[config.mk]
export PLATFORM = sky130hd
export DESIGN_NAME = mac_transfer_test_ops
export DESIGN_NICKNAME = d
export VERILOG_FILES = /design/src/nz_flags.v /design/src/mac_transfer_test_ops.v
export VERILOG_INCLUDE_DIRS = /design/src /design/src/src
export SDC_FILE = /design/constraint.sdc
export NUM_CORES = 1
export LEC_CHECK = 0
export BUFFER_PORTS_ARGS = -buffer_cell sky130_fd_sc_hd__buf_2
export CAP_MARGIN = 10
export CORE_MARGIN = 5
export CORE_UTILIZATION = 55
export DETAILED_ROUTE_END_ITERATION = 12
export PLACE_DENSITY = 0.88
export SETUP_SLACK_MARGIN = 0.15
export SLEW_MARGIN = 20
export SYNTH_ARGS = -nofsm -noshare
export SYNTH_HDL_FRONTEND = slang
export SYNTH_SLANG_ARGS = --single-unit
[constraint.sdc]
create_clock -name mclk_i -period 4.8 [get_ports mclk_i]
set_input_delay 0.48 -clock mclk_i [delete_from_list [all_inputs] [get_ports mclk_i]]
set_output_delay 0.48 -clock mclk_i [all_outputs]
set_load 0.02 [all_outputs]
[src/mac_test_defs.vh]
// Opcodes, cycle counts and flag bit positions of the MAC transfer
// and zero-or-minus test datapath. Definitions only.
`ifndef MAC_TEST_DEFS_VH
`define MAC_TEST_DEFS_VH

// Opcodes; single-byte page-0 opcodes arrive zero-extended to 16 bits
`define OP_MAC_TO_E_TRUNC  16'h27B5
`define OP_MAC_SPLIT       16'h27B3
`define OP_MEM_TEST_X8     16'h0006
`define OP_MEM_TEST_Y8     16'h0016
`define OP_MEM_TEST_Z8     16'h0026
`define OP_MEM_TEST_X16    16'h1706
`define OP_MEM_TEST_Y16    16'h1716
`define OP_MEM_TEST_Z16    16'h1726
`define OP_MEM_TEST_ABS    16'h1736
`define OP_ACC_A_TEST      16'h3706
`define OP_ACC_B_TEST      16'h3716
`define OP_ACC_D_TEST      16'h27F6
`define OP_ACC_E_TEST      16'h2776

// Instruction lengths in clock cycles
`define CYC_TRUNC          3'd2
`define CYC_SPLIT          3'd6
`define CYC_MEM_TEST       3'd6
`define CYC_ACC_TEST       3'd2

// Condition code register bit positions
`define CC_MAC_OVF         14
`define CC_GUARD_OVF       12
`define CC_N               11
`define CC_Z               10
`define CC_V               9
`define CC_C               8
`define CC_SAT_MODE        4

// Saturation values for accumulator E
`define SAT_POS            16'h7FFF
`define SAT_NEG            16'h8000

`endif

[src/nz_flags.v]
// Negative and zero flags of a value compared against zero.
// Purely combinational; the caller registers the result.
module nz_flags #(
  parameter W = 16
) (
  input  wire [W-1:0] value_i,
  input  wire         wide_i,
  output wire         neg_o,
  output wire         zero_o
);

  // Narrow mode looks at the low byte only
  assign neg_o  = wide_i ? value_i[W-1] : value_i[7];
  assign zero_o = wide_i ? (value_i == {W{1'b0}}) : (value_i[7:0] == 8'h00);

endmodule

[src/mac_transfer_test_ops.v]
// Execution datapath for the MAC-to-register transfers and the
// zero-or-minus tests. Assumes the decoder presents one opcode with a
// start pulse while idle, plus current register and operand values, and
// commits the write-back strobes it receives on completion.
//
// Overview of operation
// RULE1 - Opcode 27B5 moves MAC to E in 2 cycles, changing only N and Z.
// RULE2 - Saturate mode plus either overflow flag: E gets saturation value.
// RULE3 - Otherwise E gets MAC bits 31:16; low sixteen bits are discarded.
// RULE4 - Opcode 27B3, 6 cycles: X gets extended 35:32, E 31:16, no flags.
// RULE5 - The split move also puts MAC bits 15:0 into D.
// RULE6 - Byte tests set N, Z, clear V, C; memory forms 6 cycles, A/B 2.
// RULE7 - Tests of D (27F6) and E (2776) take 2 cycles, set N, Z, clear V, C.
// RULE8 - Condition code bits an operation does not name keep their value.
`include "mac_test_defs.vh"

module mac_transfer_test_ops (
  input  wire        mclk_i,
  input  wire        rstn_i,
  input  wire        start_i,
  input  wire [15:0] opcode_i,
  input  wire [35:0] mac_accumulator_i,
  input  wire [15:0] condition_code_register_i,
  input  wire [7:0]  acc_a_i,
  input  wire [7:0]  acc_b_i,
  input  wire [15:0] acc_e_i,
  input  wire [7:0]  mem_operand_i,
  output reg         busy_o,
  output reg         done_o,
  output reg         illegal_o,
  output reg  [15:0] e_data_o,
  output reg         e_we_o,
  output reg  [15:0] d_data_o,
  output reg         d_we_o,
  output reg  [15:0] index_x_o,
  output reg         index_x_we_o,
  output reg  [15:0] condition_code_o,
  output reg         condition_code_we_o
);

  localparam ST_IDLE = 1'b0;
  localparam ST_RUN  = 1'b1;

  reg        state_q;
  reg        state_d;
  reg [2:0]  cnt_q;
  reg [2:0]  cnt_d;

  // Results computed at issue, held until the final cycle
  reg [15:0] e_res_q;
  reg [15:0] d_res_q;
  reg [15:0] x_res_q;
  reg [15:0] cc_res_q;
  reg        e_wr_q;
  reg        d_wr_q;
  reg        x_wr_q;
  reg        cc_wr_q;

  reg [15:0] e_res_d;
  reg [15:0] d_res_d;
  reg [15:0] x_res_d;
  reg [15:0] cc_res_d;
  reg        e_wr_d;
  reg        d_wr_d;
  reg        x_wr_d;
  reg        cc_wr_d;
  reg [2:0]  cyc;
  reg        legal;
  reg [15:0] test_val;
  reg        test_wide;
  reg        set_nz_vc;
  reg [15:0] trunc_val;

  wire       sat_mode;
  wire       ovf_any;
  wire       neg_w;
  wire       zero_w;

  assign sat_mode = condition_code_register_i[`CC_SAT_MODE];
  assign ovf_any  = condition_code_register_i[`CC_GUARD_OVF] |
                    condition_code_register_i[`CC_MAC_OVF];

  nz_flags #(
    .W (16)
  ) u_nz (
    .value_i (test_val),
    .wide_i  (test_wide),
    .neg_o   (neg_w),
    .zero_o  (zero_w)
  );

  // Operand steering kept apart from decode to avoid a flag loop
  always @* begin
    test_val  = 16'h0000;
    test_wide = 1'b1;
    if (sat_mode && ovf_any) begin
      trunc_val = mac_accumulator_i[35] ? `SAT_NEG : `SAT_POS; // [RULE2]
    end else begin
      trunc_val = mac_accumulator_i[31:16]; // [RULE3]
    end
    case (opcode_i)
      `OP_MAC_TO_E_TRUNC: begin
        test_val = trunc_val;
      end
      `OP_MEM_TEST_X8, `OP_MEM_TEST_Y8, `OP_MEM_TEST_Z8,
      `OP_MEM_TEST_X16, `OP_MEM_TEST_Y16, `OP_MEM_TEST_Z16,
      `OP_MEM_TEST_ABS: begin
        test_val  = {8'h00, mem_operand_i};
        test_wide = 1'b0;
      end
      `OP_ACC_A_TEST: begin
        test_val  = {8'h00, acc_a_i};
        test_wide = 1'b0;
      end
      `OP_ACC_B_TEST: begin
        test_val  = {8'h00, acc_b_i};
        test_wide = 1'b0;
      end
      `OP_ACC_D_TEST: begin
        test_val = {acc_a_i, acc_b_i};
      end
      `OP_ACC_E_TEST: begin
        test_val = acc_e_i;
      end
      default: begin
        test_val = 16'h0000;
      end
    endcase
  end

  // Decode and result formation
  always @* begin
    cyc       = 3'd0;
    legal     = 1'b1;
    set_nz_vc = 1'b0;
    e_wr_d    = 1'b0;
    d_wr_d    = 1'b0;
    x_wr_d    = 1'b0;
    cc_wr_d   = 1'b0;
    e_res_d   = acc_e_i;
    d_res_d   = {acc_a_i, acc_b_i};
    x_res_d   = 16'h0000;
    // Untouched flags pass through unchanged
    cc_res_d  = condition_code_register_i; // [RULE8]
    case (opcode_i)
      `OP_MAC_TO_E_TRUNC: begin
        cyc      = `CYC_TRUNC; // [RULE1]
        e_res_d  = trunc_val;
        e_wr_d   = 1'b1;
        cc_wr_d  = 1'b1;
        cc_res_d[`CC_N] = neg_w; // [RULE1]
        cc_res_d[`CC_Z] = zero_w;
      end
      `OP_MAC_SPLIT: begin
        cyc     = `CYC_SPLIT; // [RULE4]
        x_res_d = {{12{mac_accumulator_i[35]}},
                   mac_accumulator_i[35:32]}; // [RULE4]
        e_res_d = mac_accumulator_i[31:16]; // [RULE4]
        d_res_d = mac_accumulator_i[15:0]; // [RULE5]
        x_wr_d  = 1'b1;
        e_wr_d  = 1'b1;
        d_wr_d  = 1'b1;
      end
      `OP_MEM_TEST_X8, `OP_MEM_TEST_Y8, `OP_MEM_TEST_Z8,
      `OP_MEM_TEST_X16, `OP_MEM_TEST_Y16, `OP_MEM_TEST_Z16,
      `OP_MEM_TEST_ABS: begin
        cyc       = `CYC_MEM_TEST; // [RULE6]
        set_nz_vc = 1'b1;
      end
      `OP_ACC_A_TEST, `OP_ACC_B_TEST: begin
        cyc       = `CYC_ACC_TEST; // [RULE6]
        set_nz_vc = 1'b1;
      end
      `OP_ACC_D_TEST, `OP_ACC_E_TEST: begin
        cyc       = `CYC_ACC_TEST; // [RULE7]
        set_nz_vc = 1'b1;
      end
      default: begin
        legal = 1'b0;
      end
    endcase
    if (set_nz_vc) begin
      // Subtracting zero never borrows or overflows
      cc_wr_d         = 1'b1;
      cc_res_d[`CC_N] = neg_w; // [RULE6] [RULE7]
      cc_res_d[`CC_Z] = zero_w;
      cc_res_d[`CC_V] = 1'b0;
      cc_res_d[`CC_C] = 1'b0;
    end
  end

  // Sequencer
  always @* begin
    state_d = state_q;
    cnt_d   = cnt_q;
    case (state_q)
      ST_IDLE: begin
        if (start_i && legal) begin
          state_d = ST_RUN;
          cnt_d   = cyc - 3'd1;
        end
      end
      ST_RUN: begin
        cnt_d = cnt_q - 3'd1;
        if (cnt_q == 3'd1) begin
          state_d = ST_IDLE;
          cnt_d   = 3'd0;
        end
      end
      default: begin
        state_d = ST_IDLE;
        cnt_d   = 3'd0;
      end
    endcase
  end

  always @(posedge mclk_i or negedge rstn_i) begin
    if (!rstn_i) begin
      state_q             <= ST_IDLE;
      cnt_q               <= 3'd0;
      e_res_q             <= 16'h0000;
      d_res_q             <= 16'h0000;
      x_res_q             <= 16'h0000;
      cc_res_q            <= 16'h0000;
      e_wr_q              <= 1'b0;
      d_wr_q              <= 1'b0;
      x_wr_q              <= 1'b0;
      cc_wr_q             <= 1'b0;
      busy_o              <= 1'b0;
      done_o              <= 1'b0;
      illegal_o           <= 1'b0;
      e_data_o            <= 16'h0000;
      e_we_o              <= 1'b0;
      d_data_o            <= 16'h0000;
      d_we_o              <= 1'b0;
      index_x_o           <= 16'h0000;
      index_x_we_o        <= 1'b0;
      condition_code_o    <= 16'h0000;
      condition_code_we_o <= 1'b0;
    end else begin
      state_q             <= state_d;
      cnt_q               <= cnt_d;
      done_o              <= 1'b0;
      illegal_o           <= 1'b0;
      e_we_o              <= 1'b0;
      d_we_o              <= 1'b0;
      index_x_we_o        <= 1'b0;
      condition_code_we_o <= 1'b0;
      if (state_q == ST_IDLE && start_i) begin
        illegal_o <= ~legal;
        if (legal) begin
          busy_o   <= 1'b1;
          e_res_q  <= e_res_d;
          d_res_q  <= d_res_d;
          x_res_q  <= x_res_d;
          cc_res_q <= cc_res_d;
          e_wr_q   <= e_wr_d;
          d_wr_q   <= d_wr_d;
          x_wr_q   <= x_wr_d;
          cc_wr_q  <= cc_wr_d;
        end
      end
      // Write-back in the last cycle of the instruction
      if (state_q == ST_RUN && cnt_q == 3'd1) begin
        busy_o              <= 1'b0;
        done_o              <= 1'b1;
        e_data_o            <= e_res_q;
        e_we_o              <= e_wr_q;
        d_data_o            <= d_res_q;
        d_we_o              <= d_wr_q;
        index_x_o           <= x_res_q;
        index_x_we_o        <= x_wr_q;
        condition_code_o    <= cc_res_q;
        condition_code_we_o <= cc_wr_q; // [RULE4]
      end
    end
  end

endmodule

==> out/results.ini, run 1 <==
[worst_setup_path]
worst_path_dominant_cell_family = buffers and inverters
crit_buf_inv = 4
cp-start-kind = flip-flop
arrival_ns = 3.16
slowest_stage = inv_1
worstSetupPathType = flip-flop to flip-flop
end_kind = flip-flop
reg2reg_from = cnt_q[1]$_DFFE_PN0P_
crit_chain = inv_1 > ha_1 > nand2b_1 > or2_2 > buf_4 > inv_1 > buf_4 > nand2_1 > nand2_1
worstPathMaxFanout = 62
reg2reg_to = d_data_o[4]$_DFFE_PN0P_
reg2reg_depth = 9
required_ns = 5.25
reg2reg_slack_ns = 2.09
slowest_delay_ns = 0.67

[final_layout]
syn_to_final_growth_pct = 25.6
nFillCells = 720
layout-drive-gt1-share_pct = 32.5
fin_cells = 889
final_util_pct = 71.4
seq_area_mm2 = 0.00293
diodes = 0
layout.nets = 856
final_cell_area_mm2 = 0.00705
multi_input_area_mm2 = 0.00234
layout_commonest_cell = buf_2
most-common-layout-cells = buf_2 (180), nand2_1 (165), dfrtp_1 (117), nor2_1 (42), a21oi_1 (35)

[placement]
dp_cells = 857
dp_slack_ns = 1.76
dpl_cell_area_mm2 = 0.00645
port_buffers = 181
dp_hpwl_um = 11100
gp_congestion = 0.880

[cts]
ctsHoldBuffers = 0
cts_root_buffer = clkbuf_8
postCtsSetupRepairBufs = 0
cts_made_buffers = 17
cts_tree = built
clk_pin_slew_worst_paths_ns = 0.05
h-tree-depth = 4
clock-sinks = 117
cts_resized = 0
clock_path_buffers = 2
insertion_delay_ns = 0.52

[timing]
min_period_over_period_pct = 56.4
rsz0062_at_grt = false
finalCriticalPeriod_ns = 2.71
setup_ws_ns = 2.09
clock.fmax_mhz = 370
fin_setup_tns_ns = 0
holdWs_ns = -0.00450
max_slew_margin_pct = 45.8
setup_viol = 0
hold_violations = 2
skew_ns = 0.00989
report.final.slew_viol_count = 0
worstMarginPinSlew_ns = 0.804

[synthesis]
synth_edf_count = 0
synth_seq_cells = 117
ys_warn_count = 0
synth_fp_nets = 691
syn_avg_cell_area_um2 = 9.71
synth.cell_area_mm2 = 0.00561
async_reset_ff_share_pct = 100
seq_area_frac_synth_pct = 52.2
synth_ff_type = dfrtp_1
syn_inst = 578
ys_types = 58

[grt]
grt_max_degree = 84
grt_pass1_wl_um = 25000
grt_util_all_layers_pct = 24.9
grt_pass1_vias = 5083
grt_antenna_before_repair = 0
grt_remaining_overflow = 0

[pwr]
peakVddDrop_mv = 0.162
seqPwrFrac_pct = 41.9
p_clk_share_pct = 52.3
p_per_area_mw_per_mm2 = 339
switching_power_mw = 0.509
sw_frac_of_total_pct = 21.3
power.total_mw = 2.39
p_comb_share_pct = 5.8
cellLeakagePower_nw = 3.92
p_int_mw = 1.88

[routing]
wl_per_cell_um = 17.3
drc_errors = 0
via_count = 4895
first_pass_iters = 5
initialDrtViolationCount = 433
viasPerCell = 5.51
drt-total-wl_um = 15400
ant_nets = 0

[floorplanning]
start_util_pct = 56.9
rows = 36
core-area_mm2 = 0.00986
dieWidth_um = 111
die_h_um = 111
io_pins = 182
dieArea_mm2 = 0.0123

[worst_hold_path]
min_path_type = input port to async pin

[outcome]
violations = hold timing
status = finished with violations

[flow_run]
maxCapViolCount = 0

==> worst reg2reg max path, cell delays in order (launching register included) <==
cell and delay [ns]:
dfrtp_1 0.39, inv_1 0.11, ha_1 0.18, nand2b_1 0.07, or2_2 0.27, buf_4 0.34, inv_1 0.68, buf_4 0.41
nand2_1 0.12, nand2_1 0.08
==> flip-flops by register name, indices dropped and copies added (netlist names), 3 cells and up <==
name	count
cc_res_q	16
cnt_q	3
condition_code_o	16
d_data_o	16
d_res_q	16
e_data_o	16
e_res_q	16
index_x_o	4
x_res_q	4
==> how the worst max path moves through the flow <==
stage	from	endpoint	slack [ns]	depth (start not counted)
finish	cnt_q[1]$_DFFE_PN0P_	d_data_o[4]$_DFFE_PN0P_	2.09	9
global route	cnt_q[1]$_DFFE_PN0P_	e_data_o[11]$_DFFE_PN0P_	1.91	9
floorplan	opcode_i[15]	cc_wr_q$_DFFE_PN0P_	2.57	6
global placement	opcode_i[6]	e_res_q[6]$_DFFE_PN0P_	1.90	7
detailed placement	opcode_i[6]	e_res_q[12]$_DFFE_PN0P_	1.76	7
CTS	cnt_q[1]$_DFFE_PN0P_	e_data_o[11]$_DFFE_PN0P_	2.10	9
==> logic make-up after synthesis <==
| family | Yosys count | synth area share, % |
|---|---|---|
| AOI/OAI and AO/OA | 91 | 11.0 |
| xor gates and xnor gates | 1 | 0.156 |
| adders and majority gates | 2 | 0.446 |
| buffers and inverters | 57 | 6.04 |
| DFF | 117 | 52.2 |
| muxes | 37 | 6.96 |
| and+or+nand+nor | 273 | 23.2 |
==> power groups by stage <==
stage | clock (mW) | combinational [mW] | sequential (mW)
4_1_cts | 1.27 | 0.139 | 1.00
3_5_place_dp | 0 | 0.137 | 1.02
5_1_grt | 1.31 | 0.153 | 1.00
3_3_place_gp | 0 | 0.133 | 1.02
2_1_floorplan | 0 | 0.0455 | 1.02
6_report | 1.25 | 0.140 | 1.00
==> area by class of cell <==
type / instances / share of cell area [%]
Sequential cell: 117 / 41.5
Multi-Input combinational cell: 404 / 33.3
Timing Repair Buffer: 187 / 13.6
Clock inverter: 9 / 1.78
Tap cell: 133 / 2.36
Inverter: 16 / 0.852
Clock buffer: 23 / 6.62
==> Yosys cell counts, types with 2 or more instances <==
library cell	n	area share (%)
o21a_1	4	0.54
a31oi_1	7	0.78
o21ai_2	2	0.31
nand3_1	11	0.98
and2_1	3	0.33
nor4b_1	2	0.31
a31oi_2	10	2.2
buf_6	5	1.0
inv_1	16	1.1
a21oi_1	35	3.1
ha_1	2	0.45
nor4_4	2	0.76
nand4_1	3	0.33
mux2_1	12	2.4
mux2i_1	21	3.7
nand2_1	165	11
nand4bb_1	2	0.40
buf_1	2	0.13
a32oi_1	2	0.31
o21ai_0	12	1.1
buf_2	7	0.62
nor2_1	42	2.8
mux2_2	4	0.80
a21o_1	2	0.27
and3_1	4	0.45
nor3_1	8	0.71
buf_4	15	2.0
nor4_1	12	1.3
buf_8	2	0.54
nand2b_1	2	0.22
clkbuf_1	10	0.67
o21ai_1	8	0.71
nand4b_1	3	0.47
dfrtp_1	117	52
==> layer usage <==
metal | GRT usage, % | share of wire (%) | vias up
met5 | 0 | 0 | -
met4 | 8.21 | 1.6 | 0
met3 | 8.62 | 8.8 | 27
met2 | 40.5 | 49 | 209
met1 | 31.3 | 41 | 2364
li1 | - | - | 2295
No activity file was read; power rests on OpenSTA's default activity.
==> inputs of run 2 (changes only) <==
--- a/config.mk
+++ b/config.mk
@@ -6,12 +6,13 @@
 export SDC_FILE = /design/constraint.sdc
 export NUM_CORES = 1
 export LEC_CHECK = 0
+export ABC_AREA = 1
 export BUFFER_PORTS_ARGS = -buffer_cell sky130_fd_sc_hd__buf_2
 export CAP_MARGIN = 10
 export CORE_MARGIN = 5
-export CORE_UTILIZATION = 55
+export CORE_UTILIZATION = 51
 export DETAILED_ROUTE_END_ITERATION = 12
-export PLACE_DENSITY = 0.88
+export PLACE_DENSITY = 0.82
 export SETUP_SLACK_MARGIN = 0.15
 export SLEW_MARGIN = 20
 export SYNTH_ARGS = -nofsm -noshare
==> constraint.sdc (replaced) <==
create_clock -name mclk_i -period 2.8 [get_ports mclk_i]
set_input_delay 0.28 -clock mclk_i [delete_from_list [all_inputs] [get_ports mclk_i]]
set_output_delay 0.28 -clock mclk_i [all_outputs]
set_load 0.02 [all_outputs]
==> run 2 against run 1 <==
Net effect: the run now ends clean; final area rose by 3.3%; sequential power rose by 71%; setup slack got worse by 1.4 ns; sequential cell count did not move; synthesized cell count rose by 26%; sequential share of layout area fell by 1.3 points; power rose by 71%; wire length rose by 5.7%; highest routed layer is now met5; final cell count rose by 18%; global-route usage barely moved.
==> out/results.ini, run 2 <==
[synthesis]
ys_warn_count = 0  ; unchanged
yosys.area.top_type_share_pct = 51.1  ; was 52.2%
synth_most_common_cell = nand2_1  ; unchanged
ys_types = 31  ; was 58
synth_compound_area_share_pct = 13.1  ; was 11.0%
yosys.area.top_type = dfrtp_1  ; unchanged
synth_edf_count = 0  ; unchanged
synth_ff_type = dfrtp_1  ; unchanged
syn_inst = 728  ; was 578
syn_avg_cell_area_um2 = 7.86  ; was 9.71 um^2
async_reset_ff_share_pct = 100  ; unchanged
synth_fp_nets = 841  ; was 691
synth_top_family_by_area = simple AND/OR/NAND/NOR gates  ; unchanged
synthXorXnorAreaFrac_pct = 0.153  ; was 0.156%
synthTopCellsByArea = dfrtp_1 (51%), nand2_1 (16%), nor2_1 (6.0%)  ; was dfrtp_1 (52%), nand2_1 (11%), mux2i_1 (3.7%)
synthSimpleGateAreaFrac_pct = 26.5  ; was 23.2%
seq_area_frac_synth_pct = 51.1  ; was 52.2%
synth_seq_cells = 117  ; unchanged
yosys-top-cells-count = nand2_1 (243), dfrtp_1 (117), nor2_1 (91), inv_1 (66), o21ai_1 (38)  ; was nand2_1 (165), dfrtp_1 (117), nor2_1 (42), a21oi_1 (35), mux2i_1 (21)
synth.cell_area_mm2 = 0.00572  ; was 0.00561 mm^2
synthAdderAreaFrac_pct = 0.437  ; was 0.446%
synth_mux_area_share_pct = 0  ; was 6.96%

[worst_setup_path]
critPathMostFrequentCell = nor2_1
end_kind = flip-flop  ; unchanged
worstSetupPathType = input port to flip-flop  ; was flip-flop to flip-flop
cp-start-kind = input port  ; was flip-flop
slowest_delay_ns = 0.59  ; was 0.67 ns
slowest_stage = nor2_2  ; was inv_1
worst_path_dominant_cell_family = simple AND/OR/NAND/NOR gates  ; was buffers and inverters
crit_chain = buf_2 > nand2_1 > nor2_1 > nand2_1 > nor2_1 > nor2_2 > nand3_2 > nand3_4 > buf_12 > nor2_1 > o21ai_1 > o21ai_0  ; was inv_1 > ha_1 > nand2b_1 > or2_2 > buf_4 > inv_1 > buf_4 > nand2_1 > nand2_1
arrival_ns = 2.36  ; was 3.16 ns
crit_buf_inv = 2  ; was 4
worstPathMaxFanout = 59  ; was 62
required_ns = 3.08  ; was 5.25 ns

[grt]
grt_remaining_overflow = 0  ; unchanged
grt_util_all_layers_pct = 24.9  ; about the same
grt_max_degree = 60  ; was 84
grt_pass1_wl_um = 25800  ; was 25000 um
grt_antenna_before_repair = 3  ; was 0
grt_pass1_vias = 5303  ; was 5083

[placement]
dp_hpwl_um = 11500  ; was 11100 um
gp_congestion = 0.911  ; was 0.880
port_buffers = 181  ; unchanged
dpl_cell_area_mm2 = 0.00668  ; was 0.00645 mm^2

[flow_run]
maxCapViolCount = 0  ; unchanged

[final_layout]
most-common-layout-cells = nand2_1 (243), buf_2 (180), dfrtp_1 (117), nor2_1 (90), inv_1 (65)  ; was buf_2 (180), nand2_1 (165), dfrtp_1 (117), nor2_1 (42), a21oi_1 (35)
syn_to_final_growth_pct = 27.1  ; was 25.6%
final_cell_area_mm2 = 0.00728  ; was 0.00705 mm^2
layout_commonest_cell = nand2_1  ; was buf_2
layout-drive-gt1-share_pct = 27.2  ; was 32.5%
layout.nets = 1009  ; was 856

[pwr]
p_per_area_mw_per_mm2 = 561  ; was 339 mW/mm^2
p_int_mw = 3.18  ; was 1.88 mW
switching_power_mw = 0.906  ; was 0.509 mW
peakVddDrop_mv = 0.371  ; was 0.162 mV
cellLeakagePower_nw = 4.03  ; was 3.92 nW
p_comb_share_pct = 6.2  ; was 5.8%
seqPwrFrac_pct = 41.9  ; about the same
sw_frac_of_total_pct = 22.2  ; was 21.3%
p_clk_share_pct = 51.9  ; was 52.3%

[routing]
first_pass_iters = 5  ; unchanged
viasPerCell = 5.21  ; was 5.51
via_count = 5475  ; was 4895
wl_per_cell_um = 15.5  ; was 17.3 um
drc_errors = 0  ; unchanged
initialDrtViolationCount = 464  ; was 433
ant_nets = 0  ; unchanged
drt-total-wl_um = 16200  ; was 15400 um

[floorplanning]
die_h_um = 116  ; was 111 um
dieArea_mm2 = 0.0134  ; was 0.0123 mm^2
start_util_pct = 52.3  ; was 56.9%
rows = 38  ; was 36
io_pins = 182  ; unchanged
dieWidth_um = 116  ; was 111 um
core-area_mm2 = 0.0109  ; was 0.00986 mm^2

[timing]
clock.fmax_mhz = 480
min_period_over_period_pct = 74.3
setup_viol = 0  ; unchanged
rsz0062_at_grt = false  ; unchanged
hold_violations = 0  ; was 2
worstMarginPinSlew_ns = 0.735  ; was 0.804 ns
skew_ns = 0.00811  ; was 0.00989 ns
finalCriticalPeriod_ns = 2.08
fin_setup_tns_ns = 0  ; unchanged
report.final.slew_viol_count = 0  ; unchanged
max_slew_margin_pct = 51.0  ; was 45.8%

[cts]
clock_path_buffers = 2  ; unchanged
postCtsSetupRepairBufs = 0  ; unchanged
clock-sinks = 117  ; unchanged
cts_made_buffers = 17  ; unchanged
h-tree-depth = 4  ; unchanged
cts_root_buffer = clkbuf_16  ; was clkbuf_8
cts_tree = built  ; unchanged
clk_pin_slew_worst_paths_ns = 0.05  ; about the same
insertion_delay_ns = 0.41  ; was 0.52 ns

[outcome]
status = finished, final reports clean  ; was finished with violations

[worst_hold_path]
min_path_type = input port to flip-flop  ; was input port to async pin

run 2: cell count changes after synthesis, moves of 11 or more:
cell	delta
nand2_1	+78
inv_1	+50
nor2_1	+49
o21ai_1	+30
o21ai_0	+24
a21oi_1	-22
mux2i_1	-21
nand3_1	+16
o31ai_2	+16
mux2_1	-12
nor4_1	-11
run 2: power by group through the flow:
stage	Sequential, mW	Combinational [mW]	Clock, mW
after floorplan	1.74	0.0891	0
after global placement	1.74	0.247	0
after detailed placement	1.74	0.251	0
after CTS	1.71	0.255	2.14
after global routing	1.71	0.284	2.21
final	1.71	0.253	2.12
run 2: per-layer routing:
layer  vias up  track usage (%)  wire length (um)
met1      2534             31.6              6490
met2       246             40.4              7850
met5         -                0                13
met3        40             7.10              1370
met4         2             9.90               515
li1       2653                -                 -
run 2: worst reg2reg max path, cell delays in order, from the launching register on:
cell     delay (ns)
dfrtp_1        0.38
ha_1           0.20
nand2_1        0.10
nor2_2         0.05
inv_2          0.40
buf_12         0.28
nand2_1        0.10
o21ai_0        0.09
run 2: cell families after synthesis:
logic type               count (synthesis)
buffers and inverters                  113
adder cells (fa/ha/maj)                  2
AO/OA/AOI/OAI                          117
XOR/XNOR                                 1
AND/OR/NAND/NOR                        378
flip-flops                             117
run 2: area by class of cell:
cell class / instances / area [um^2]
Multi-Input combinational cell: 498 / 2300
Timing Repair Buffer: 191 / 1020
Clock buffer: 23 / 478
Sequential cell: 117 / 2930
Clock inverter: 8 / 100
Inverter: 71 / 267
Antenna cell: 2 / 5.00
Fill cell: 910 / 3660
Tap cell: 140 / 175
run 2: final timing paths:
check / startpoint / to / slack [ns] / depth (start not counted)
min reg2reg: e_data_o[2]$_DFFE_PN0P_ / e_data_o[2]$_DFFE_PN0P_ / 0.46 / 2
min in group asynchronous: rstn_i / cc_res_q[6]$_DFFE_PN0P_ / 0.42 / 2
max: opcode_i[9] / cc_res_q[11]$_DFFE_PN0P_ / 0.72 / 12
max in group asynchronous: rstn_i / x_wr_q$_DFFE_PN0P_ / 1.58 / 3
max reg2reg: cnt_q[0]$_DFFE_PN0P_ / index_x_o[14]$_DFFE_PN0P_ / 1.11 / 7
min: condition_code_register_i[1] / cc_res_q[1]$_DFFE_PN0P_ / 0.09 / 3
run 2: what timing repair did:
action                    CTS  global route
hold buffers                1             0
hold endpoints to repair   41             0
resized for setup           0             0
run 2: stage by stage:
| stage | worst slack, ns | hold WS, ns | utilization (%) | power (mW) | cells |
|---|---|---|---|---|---|
| after floorplan | 1.09 | -0.0156 | - | 1.83 | 728 |
| after global placement | 0.376 | 0.303 | 61.1 | 1.99 | 1016 |
| after detailed placement | 0.341 | 0.305 | 61.1 | 1.99 | 1016 |
| after CTS | 0.767 | 0.0772 | 66.5 | 4.11 | 1048 |
| after global routing | 0.522 | 0.0806 | 66.5 | 4.21 | 1050 |
| final | 0.719 | 0.0855 | 66.5 | 4.08 | 1050 |
